<file path="config.mk">
export PLATFORM = sky130hd
export DESIGN_NAME = safety_monitor_pin_config
export DESIGN_NICKNAME = d
export VERILOG_FILES = /design/src/verilog/safety_pkg.sv /design/src/verilog/safety_monitor_pin_config.sv
export SDC_FILE = /design/constraint.sdc
export NUM_CORES = 1
export LEC_CHECK = 0
export ABC_AREA = 0
export BUFFER_PORTS_ARGS = -buffer_cell sky130_fd_sc_hd__buf_2
export CAP_MARGIN = 25
export CELL_PAD_IN_SITES_DETAIL_PLACEMENT = 0
export CELL_PAD_IN_SITES_GLOBAL_PLACEMENT = 1
export CORE_MARGIN = 2
export CORE_UTILIZATION = 30
export DETAILED_ROUTE_END_ITERATION = 16
export PLACE_DENSITY_LB_ADDON = 0.15
export SYNTH_ARGS = -nofsm -noshare
export SYNTH_HDL_FRONTEND = slang
export SYNTH_SLANG_ARGS = --single-unit
</file>
<file path="constraint.sdc">
create_clock -name mclk_in -period 15.3 [get_ports mclk_in]
set_input_delay 2.295 -clock mclk_in [delete_from_list [all_inputs] [get_ports mclk_in]]
set_output_delay 2.295 -clock mclk_in [all_outputs]
set_load 0.01 [all_outputs]
</file>
<file path="src/verilog/safety_pkg.sv">
// Constants and types of the supervisory safety core
//
// Contract
// - Device only answers as I2C slave
// - Slave address is 0x18 plus programmed field
// - Shutdown after 100 us of over-temperature
// - Thermal event flag set, survives shutdown
// - Shutdown: regulators off, outputs low, immediately
// - Each pin function fixed by 2-bit field
// - Pin 1: hi-Z, output, error monitor
// - Pin 2: output, fault input, sync, monitor
// - Pin 3: output, fault input, error, monitor
// - Per-monitor thresholds passed to comparators
// - Selectable debounce from 5 to 125 us
// - Latched fault flags clear on write one
// - Live status follows present fault
// - Fault status readable and routable to power-good
package safety_pkg;

  localparam int CLK_MHZ = 125;
  localparam int TICK_US = 1;
  localparam logic [6:0] TICK_LAST = 7'(CLK_MHZ * TICK_US - 1);
  localparam int THERM_DB_US = 100;
  localparam logic [6:0] THERM_TICKS = 7'(THERM_DB_US / TICK_US);
  localparam int UV_DB_US [4] = '{5, 15, 30, 40};
  localparam int OV_DB_US [4] = '{30, 50, 80, 125};
  localparam logic [6:0] ADDR_BASE = 7'h18;
  localparam int MON_N = 4;

  localparam logic [1:0] P1_HIZ = 2'h0;
  localparam logic [1:0] P1_OUT = 2'h1;
  localparam logic [1:0] P1_ERR = 2'h2;
  localparam logic [1:0] P2_OUT = 2'h0;
  localparam logic [1:0] P2_FLT = 2'h1;
  localparam logic [1:0] P2_SYNC = 2'h2;
  localparam logic [1:0] P2_VMON = 2'h3;
  localparam logic [1:0] P3_OUT = 2'h0;
  localparam logic [1:0] P3_FLT = 2'h1;
  localparam logic [1:0] P3_ERR = 2'h2;
  localparam logic [1:0] P3_VMON = 2'h3;

  typedef enum logic [1:0] {
    ST_CAPTURE = 2'b00,
    ST_RUN = 2'b01,
    ST_SHUTDOWN = 2'b10
  } mode_t;

  typedef struct packed {
    logic hit;
    logic [6:0] cnt;
  } dbn_t;

  typedef struct packed {
    logic [3:0] undervolt_threshold_sel;
    logic [3:0] overvolt_threshold_sel;
    logic [1:0] fault_debounce_sel;
    logic [1:0] overvolt_debounce_sel;
  } mon_cfg_t;

  typedef struct packed {
    logic [2:0] out;
    logic [2:0] oe;
  } pin_drv_t;

  typedef struct packed {
    logic error_monitor_in1;
    logic error_monitor_in2;
    logic fault_collect_in1;
    logic fault_collect_in2;
    logic volt_monitor_in3;
    logic volt_monitor_in4;
  } pin_route_t;

  typedef struct packed {
    logic [3:0] uv;
    logic [3:0] ov;
  } mon_bits_t;

  typedef struct packed {
    mode_t mode;
    logic [6:0] div;
    dbn_t over_temp_db;
    dbn_t [3:0] uv_db;
    dbn_t [3:0] ov_db;
    mon_bits_t live;
    mon_bits_t flag;
    logic [3:0] fault;
    logic [5:0] pin_sel;
    mon_cfg_t [3:0] cfg;
    logic [6:0] slave_addr;
    logic therm;
    logic [1:0] reg_en;
    pin_drv_t drv;
    pin_route_t route;
  } state_t;

  localparam state_t STATE_RST = '0;

endpackage

</file>
<file path="src/verilog/safety_monitor_pin_config.sv">
// Supervisory core: thermal shutdown, pin function decode, voltage monitor flags
`timescale 1ns/100ps
module safety_monitor_pin_config (
  // Clock and reset
  input wire logic mclk_in,
  input wire logic rst_in,
  // Programmed settings, read once after reset
  input wire logic [2:0] addr_sel_in,
  input wire logic [1:0] pin1_function_sel_in,
  input wire logic [1:0] pin2_function_sel_in,
  input wire logic [1:0] pin3_function_sel_in,
  input wire safety_pkg::mon_cfg_t [3:0] mon_cfg_in,
  // Comparators
  input wire logic over_temp_in,
  input wire logic [3:0] uv_cmp_in,
  input wire logic [3:0] ov_cmp_in,
  // Software controls
  input wire logic [1:0] regulator_enable_in,
  input wire logic [2:0] general_output_in,
  input wire logic thermal_clear_in,
  input wire logic [3:0] uv_clear_in,
  input wire logic [3:0] ov_clear_in,
  // Pins
  input wire logic [2:0] pin_in,
  input wire logic sync_clk_in,
  output logic [2:0] pin_out,
  output logic [2:0] pin_oe_out,
  output safety_pkg::pin_route_t pin_route_out,
  // Status
  output logic [6:0] slave_addr_out,
  output safety_pkg::mon_cfg_t [3:0] mon_cfg_out,
  output logic thermal_shutdown_out,
  output logic thermal_event_latch_out,
  output logic [1:0] regulator_en_out,
  output logic [3:0] undervolt_live_status_out,
  output logic [3:0] overvolt_live_status_out,
  output logic [3:0] undervolt_latched_flag_out,
  output logic [3:0] overvolt_latched_flag_out,
  output logic [3:0] monitor_fault_out
);
  import safety_pkg::*;

  ////////////////////////////////////////////////////////////////////////////////
  // Helpers

  // Counts microsecond ticks while raw stays high; any drop restarts it
  function automatic dbn_t dbn_step(input logic raw, input logic tick, input dbn_t cur,
                                    input logic [6:0] lim);
    dbn_t r;
    r = cur;
    if (!raw)
      r = '0;
    else if (!cur.hit && tick)
    begin
      r.cnt = cur.cnt + 7'h1;
      r.hit = (r.cnt >= lim);
    end
    return r;
  endfunction

  function automatic logic [6:0] uv_limit(input logic [1:0] sel);
    return 7'(UV_DB_US[sel] / TICK_US);
  endfunction

  function automatic logic [6:0] ov_limit(input logic [1:0] sel);
    return 7'(OV_DB_US[sel] / TICK_US);
  endfunction

  ////////////////////////////////////////////////////////////////////////////////
  // State

  state_t s_ff;
  state_t nxt_s;
  logic tick;
  logic shut;
  logic enter_shut;
  logic mon_en [4];
  logic [1:0] sel1;
  logic [1:0] sel2;
  logic [1:0] sel3;

  always_comb
  begin
    nxt_s = s_ff;
    tick = (s_ff.div == TICK_LAST);
    nxt_s.div = tick ? 7'h0 : s_ff.div + 7'h1;
    case (s_ff.mode)
      ST_CAPTURE:
      begin
        // Settings are sampled once; later changes on these inputs are ignored
        nxt_s.pin_sel = {pin3_function_sel_in, pin2_function_sel_in, pin1_function_sel_in};
        nxt_s.cfg = mon_cfg_in;
        // Only a slave address is produced; this core never starts a transfer
        nxt_s.slave_addr = ADDR_BASE + {4'h0, addr_sel_in};
        nxt_s.mode = ST_RUN;
      end
      ST_RUN, ST_SHUTDOWN:
        nxt_s.mode = s_ff.mode;
      default:
        nxt_s.mode = ST_CAPTURE;
    endcase

    nxt_s.over_temp_db = dbn_step(over_temp_in, tick, s_ff.over_temp_db, THERM_TICKS);
    enter_shut = (s_ff.mode == ST_RUN) && nxt_s.over_temp_db.hit;
    if (enter_shut)
      nxt_s.mode = ST_SHUTDOWN;
    // Set wins over a clear in the same cycle
    nxt_s.therm = (s_ff.therm & ~thermal_clear_in) | enter_shut;

    sel1 = nxt_s.pin_sel[1:0];
    sel2 = nxt_s.pin_sel[3:2];
    sel3 = nxt_s.pin_sel[5:4];
    // Monitors 3 and 4 share pins and only run when the pin is given to them
    mon_en[0] = 1'b1;
    mon_en[1] = 1'b1;
    mon_en[2] = (sel2 == P2_VMON);
    mon_en[3] = (sel3 == P3_VMON);
    for (int i = 0; i < MON_N; i++)
    begin
      nxt_s.uv_db[i] = dbn_step(mon_en[i] & uv_cmp_in[i], tick, s_ff.uv_db[i],
                                uv_limit(s_ff.cfg[i].fault_debounce_sel));
      nxt_s.ov_db[i] = dbn_step(mon_en[i] & ov_cmp_in[i], tick, s_ff.ov_db[i],
                                ov_limit(s_ff.cfg[i].overvolt_debounce_sel));
      nxt_s.live.uv[i] = nxt_s.uv_db[i].hit;
      nxt_s.live.ov[i] = nxt_s.ov_db[i].hit;
      nxt_s.flag.uv[i] = (s_ff.flag.uv[i] & ~uv_clear_in[i]) | nxt_s.uv_db[i].hit;
      nxt_s.flag.ov[i] = (s_ff.flag.ov[i] & ~ov_clear_in[i]) | nxt_s.ov_db[i].hit;
      nxt_s.fault[i] = nxt_s.live.uv[i] | nxt_s.live.ov[i];
    end

    // Rails and outputs drop in the same cycle as the shutdown state, no sequence
    shut = (nxt_s.mode == ST_SHUTDOWN);
    nxt_s.reg_en = shut ? 2'b00 : regulator_enable_in;

    // General outputs are open-drain: enable pulls the pin low
    nxt_s.drv = '0;
    if (sel1 == P1_OUT)
      nxt_s.drv.oe[0] = ~general_output_in[0] | shut;
    case (sel2)
      P2_OUT:
        nxt_s.drv.oe[1] = ~general_output_in[1] | shut;
      P2_SYNC:
      begin
        nxt_s.drv.oe[1] = 1'b1;
        nxt_s.drv.out[1] = sync_clk_in & ~shut;
      end
      default:
        nxt_s.drv.oe[1] = 1'b0;
    endcase
    if (sel3 == P3_OUT)
      nxt_s.drv.oe[2] = ~general_output_in[2] | shut;

    nxt_s.route.error_monitor_in1 = (sel1 == P1_ERR) & pin_in[0];
    nxt_s.route.fault_collect_in1 = (sel2 == P2_FLT) & pin_in[1];
    nxt_s.route.volt_monitor_in3 = (sel2 == P2_VMON);
    nxt_s.route.fault_collect_in2 = (sel3 == P3_FLT) & pin_in[2];
    nxt_s.route.error_monitor_in2 = (sel3 == P3_ERR) & pin_in[2];
    nxt_s.route.volt_monitor_in4 = (sel3 == P3_VMON);
  end

  // Shutdown is left only through reset, which stands for a full power cycle
  always_ff @(posedge mclk_in or posedge rst_in)
  begin
    if (rst_in)
      s_ff <= STATE_RST;
    else
      s_ff <= nxt_s;
  end

  ////////////////////////////////////////////////////////////////////////////////
  // Outputs

  assign pin_out = s_ff.drv.out;
  assign pin_oe_out = s_ff.drv.oe;
  assign pin_route_out = s_ff.route;
  assign slave_addr_out = s_ff.slave_addr;
  assign mon_cfg_out = s_ff.cfg;
  assign thermal_shutdown_out = (s_ff.mode == ST_SHUTDOWN);
  assign thermal_event_latch_out = s_ff.therm;
  assign regulator_en_out = s_ff.reg_en;
  assign undervolt_live_status_out = s_ff.live.uv;
  assign overvolt_live_status_out = s_ff.live.ov;
  assign undervolt_latched_flag_out = s_ff.flag.uv;
  assign overvolt_latched_flag_out = s_ff.flag.ov;
  assign monitor_fault_out = s_ff.fault;
endmodule

</file>
# ---- Word-level counts from Yosys, hierarchy flattened
# Index checks and enable logic that the tools add are counted.
# Widths: inputs -> output; s select.
dict set report word_totals {
  output_inout_bits 91
  register_bits 175
  wordCells 231
  in_bits 86
}
dict set report classes {
  addsub 11
  n_mux 51
  reduce_logical 23
  eq_ne 21
  order_cmp 17
  n_bitwise 55
}
# op n
set ops {}
lappend ops {{$bmux 32 s2} 8}
lappend ops {{$mux 8} 18}
lappend ops {{$mux 7} 17}
lappend ops {{$add 7x1->7 const B} 10}
lappend ops {{$mux 61} 1}
lappend ops {{$ge 7x7->1} 8}
lappend ops {{$ge 3x3->1 const B} 8}
lappend ops {{$not 2->3} 8}
lappend ops {{$and 1x1->1} 18}
lappend ops {{$ne 2x1->1 const B} 9}
lappend ops {{$or 1x1->1} 16}
lappend ops {{$eq 2x2->1 const B} 7}
lappend ops {{$not 1->1} 13}
lappend ops {{$logic_and 1x1->1} 10}
lappend ops {{$logic_not 1->1} 9}
lappend ops {{$eq 2x1->1 const B} 4}
lappend ops {{$eq 7x7->1 const B} 1}
lappend ops {{$ge 7x7->1 const B} 1}
lappend ops {{$add 5x3->6 const A} 1}
lappend ops {{$logic_not 2->1} 3}
lappend ops {{$mux 2} 2}
lappend ops {{$pmux 2 s2} 1}
lappend ops {{$mux 1} 3}
lappend ops {{$pmux 1 s2} 1}
lappend ops {{$reduce_or 2->1} 1}

# ---- Depth between registers and ports, before layout
dict set report logic_depth {
  ltp_word 10
  ltp_mapped 9
  ltp_nobuf 9
}

# ---- Worst setup path after synthesis
# Ideal clock, no wire load.
dict set report synth_path {
  path_type {input-to-reg}
  from {in pin2_function_sel_in[1]}
  to {reg s_ff (netlist bit monitor_fault_out[2])}
  arrival_ns 3.063
  required_time_ns 15.218
  stages 5
  slack_ns 12.155
  setup_ns 0.082
  n_path_buf 0
  cell_sequence {nand2_1 mux2i_1 nand2_1 o21bai_1 o22ai_1}
}
# element line
set synth_rtl {}
lappend synth_rtl {{start, declared} safety_monitor_pin_config.sv:10} ;# input wire logic [1:0] pin2_function_sel_in,
lappend synth_rtl {{end signal, assigned} safety_monitor_pin_config.sv:167} ;# s_ff <= nxt_s;
lappend synth_rtl {{end, declared} safety_monitor_pin_config.sv:72} ;# state_t s_ff;

# ---- Worst setup path after layout
dict set report layout_path {
  from {reg s_ff[176] (netlist name)}
  to {out thermal_shutdown_out}
}
dict set report layout_between {
  elab_chain_cells 1
}
# element line
set layout_rtl {}
lappend layout_rtl {{$eq 2x2->1} safety_monitor_pin_config.sv:178} ;# assign thermal_shutdown_out = (s_ff.mode == ST_SHUTDOWN);
lappend layout_rtl {{end, declared} safety_monitor_pin_config.sv:32} ;# output logic thermal_shutdown_out,
# Every way passes these cells.

==> summary.md <==
| Metric | Value |
|---|---|
| Ys Warns | 0 |
| Die H | between 150 and 200 um |
| Sink of the worst hold path | slave_addr_out[3] |
| Max Root-Sink Buffers | 2 |
| Routed WL | 20,500 um |
| WL/cell | 14.7 um |
| Worst r2r src | s_ff[176] |
| GP Congestion | between 0.6 and 0.7 |
| Largest net degree at the start of global routing | 100 |
| Initial DRC count | approximately 220 |
| Post-synthesis sequential area ratio | 0.441 |
| Via count | around 6,200 |
| Crit path capture type | primary output |
| Worst reg2reg path endpoint | monitor_fault_out[2] |
| Reg2reg path depth | 6 |
| Final hold violation count | 0 |
| Max IR drop VDD | just under 0.00007 V |
| Startpoint types | register |
| Fin Hold WS | between 0.4 and 0.5 ns |
| Share of cells above drive strength 1 | 0.270 |
| Clock sinks | approximately 160 |
| Pins Over Slew Limit | 0 |
| Area delta synth->final | 13.7% |
| Antenna viol nets, final | 0 |
| Most common cell after layout, fill and taps aside | buf_2 |
| CP Cell Sequence | nor2b_1 -> buf_2 |
| Post-synthesis cell area | around 9300 um2 |
| Die Footprint | about 32,000 um2 |
| Hold depth | 1 |
| DP HPWL | approximately 15,000 um |
| Top Ports | 177 |
| CP max stage delay | around 0.44 ns |
| Ranking of synthesized cells by area | dfrtp_1 (44%), ha_1 (10%), buf_4 (7.2%) |
| Number of H-tree levels | 4 |
| Layout Nets | 1,147 |
| Most frequent cells in the layout | buf_2 (172), dfrtp_1 (164), ha_1 (76) |
| Min-Delay Startpoint | slave_addr_out[3] |
| DRT Pass-1 Iters | 4 |
| Setup_tns | 0 ns |
| GRT overflow | 0 |
| Status | finished, final reports clean |
| Max-slew headroom | 0.410 |
| First-pass GRT wire length | 34,200 um |
| Critical Path Start | s_ff[176] |
| Register area | around 4100 um2 |
| Via/cell ratio | approximately 4.4 |
| Initial antenna violation count | 3 |
| Total CTS buffers | 17 |
| Core Rows | 64 |
| Critical Path RT | between 10 and 15 ns |
| Post CTS Setup Buffer Count | 0 |
| Area of the multi-input gates | 4300 um2 |
| Die X | approximately 180 um |
| Arr. time, crit path | about 1.3 ns |
| Finish-stage setup viols | 0 |
| Final worst path period share | 0.234 |
| Hold WC Path Type | register to register |
| Unrepaired setup endpoints after global routing | no |
| Kind of critical path | register to primary output |
| DRC viols | 0 |
| Gate Count Post-Synth | slightly below 900 |
| Core ar. | slightly above 30,000 um2 |
| Avg Inst Size Synth | 10.5 um2 |
| R2r setup slk | between 10 and 15 ns |
| Starting Density | 0.304 |
| FFs w/ async S/R, synth | 1.00 |
| Worst-path fanout max | 5 |
| Share of the synthesized area in the top cell type | 0.441 |
| Worst-margin pin slew | between 0.8 and 0.9 ns |
| Clock transition at the registers of the reported paths | around 0.080 ns |
| Post-synth top area cell | dfrtp_1 |
| Hold_buf cts | 0 |
| Synth Register Bits | 164 |
| Post-synth EDFFs | 0 |
| Fmax | approximately 280 MHz |
| Slowest CP cell | dfrtp_1 |
| Post-synth top flop | dfrtp_1 |
| Fillers | around 3,200 |
| Worst-Skew Late Latency | 0.43 ns |
| Vias in the first global route | between 6,000 and 7,000 |
| TritonCTS clock tree | built |
| PortBufs | about 170 |
| Clk_skew | around 0.018 ns |
| Tot GR Track Use | 0.131 |
| Tmin final | between 3 and 4 ns |
| Power per cell area | approximately 84 nW/um2 |
| Total of max-cap violations | 0 |
| Leak pwr | ~0.0054 uW |
| Distinct cells, synth | 51 |
| CTS root buf | clkbuf_16 |
| Number of gates resized after cts | 0 |
==> Yosys cell counts, types with 5 or more instances <==
cell        n
o21ai_0    27
a21oi_1    15
nor2b_1     6
o22ai_1    12
xor2_1     49
o211a_1     5
nand3_1    26
buf_2       5
mux2_2     40
nor4_2      5
xnor2_1    48
inv_1      47
ha_1       76
dfrtp_1   164
nor3_2      8
buf_4      89
nand2_1    69
a21o_1      9
a211oi_1    6
mux2i_1    13
nand2b_1    8
and2_1     28
nor2_1     68
nor3_1     16
clkbuf_1    5
==> state kept, by name, summed over array words and instances, names as in the netlist <==
| signal | count |
|---|---|
| mon_cfg_out | 48 |
| pin_out | 1 |
| slave_addr_out | 4 |
| pin_oe_out | 3 |
| overvolt_latched_flag_out | 4 |
| undervolt_latched_flag_out | 4 |
| s_ff | 79 |
| thermal_event_latch_out | 1 |
| overvolt_live_status_out | 4 |
| pin_route_out | 6 |
| regulator_en_out | 2 |
| undervolt_live_status_out | 4 |
| monitor_fault_out | 4 |
==> critical path: cells and delay by family, from the launching register on <==
family | cells | cell delay [ns]
buf+inv | 1 | 0.18
flops | 1 | 0.44
simple gates | 1 | 0.23
==> where the power goes <==
group	leakage, uW	internal, uW	total [uW]	switching, uW
logic	0.00292	9.69	24.6	14.9
clock network	0.000282	220	432	212
registers	0.00218	434	434	0.192
==> how the worst max path moves through the flow <==
stage,endpoint
final,thermal_shutdown_out
after global routing,thermal_shutdown_out
after CTS,overvolt_latched_flag_out[3]
after detailed placement,mon_cfg_out[39]
after global placement,mon_cfg_out[38]
after floorplan,mon_cfg_out[0]
==> area by class of cell <==
class	count	area share
antenna	1	0.000237
clock buffer	17	0.0402
clock inverter	15	0.0150
inverter	47	0.0172
multi-input combinational	579	0.406
sequential	164	0.388
tap	396	0.0469
timing repair buffer	176	0.0861
==> through the flow <==
stage               std cells  power, uW  area, um2  setup slack (ns)  utilization
global route             1394        932      10600             11.63        0.346
detailed placement       1361        468       9960             11.18        0.326
finish                   1395        890      10600             11.72        0.346
CTS                      1393        908      10500             11.66        0.345
floorplan                 892        452       9310              8.57            -
global placement         1361        467       9960             11.19        0.326
==> metal layers <==
metal	routed length [um]	GRT usage
met1	9770	0.174
met2	9510	0.213
met3	1080	0.0362
met4	148	0.0329
met5	24	0
==> kinds of logic (layout without fill, tap and decap cells) <==
group	Yosys count	after routing	share of synthesized area
flops	164	164	0.441
simple gates	254	254	0.137
compound gates	95	95	0.0672
fa+ha+maj	76	76	0.102
buf+inv	149	255	0.0984
xor+xnor	97	97	0.0914
other cells	1	5	0.000403
mux	53	53	0.0624
(Power assumes the default switching activity.)
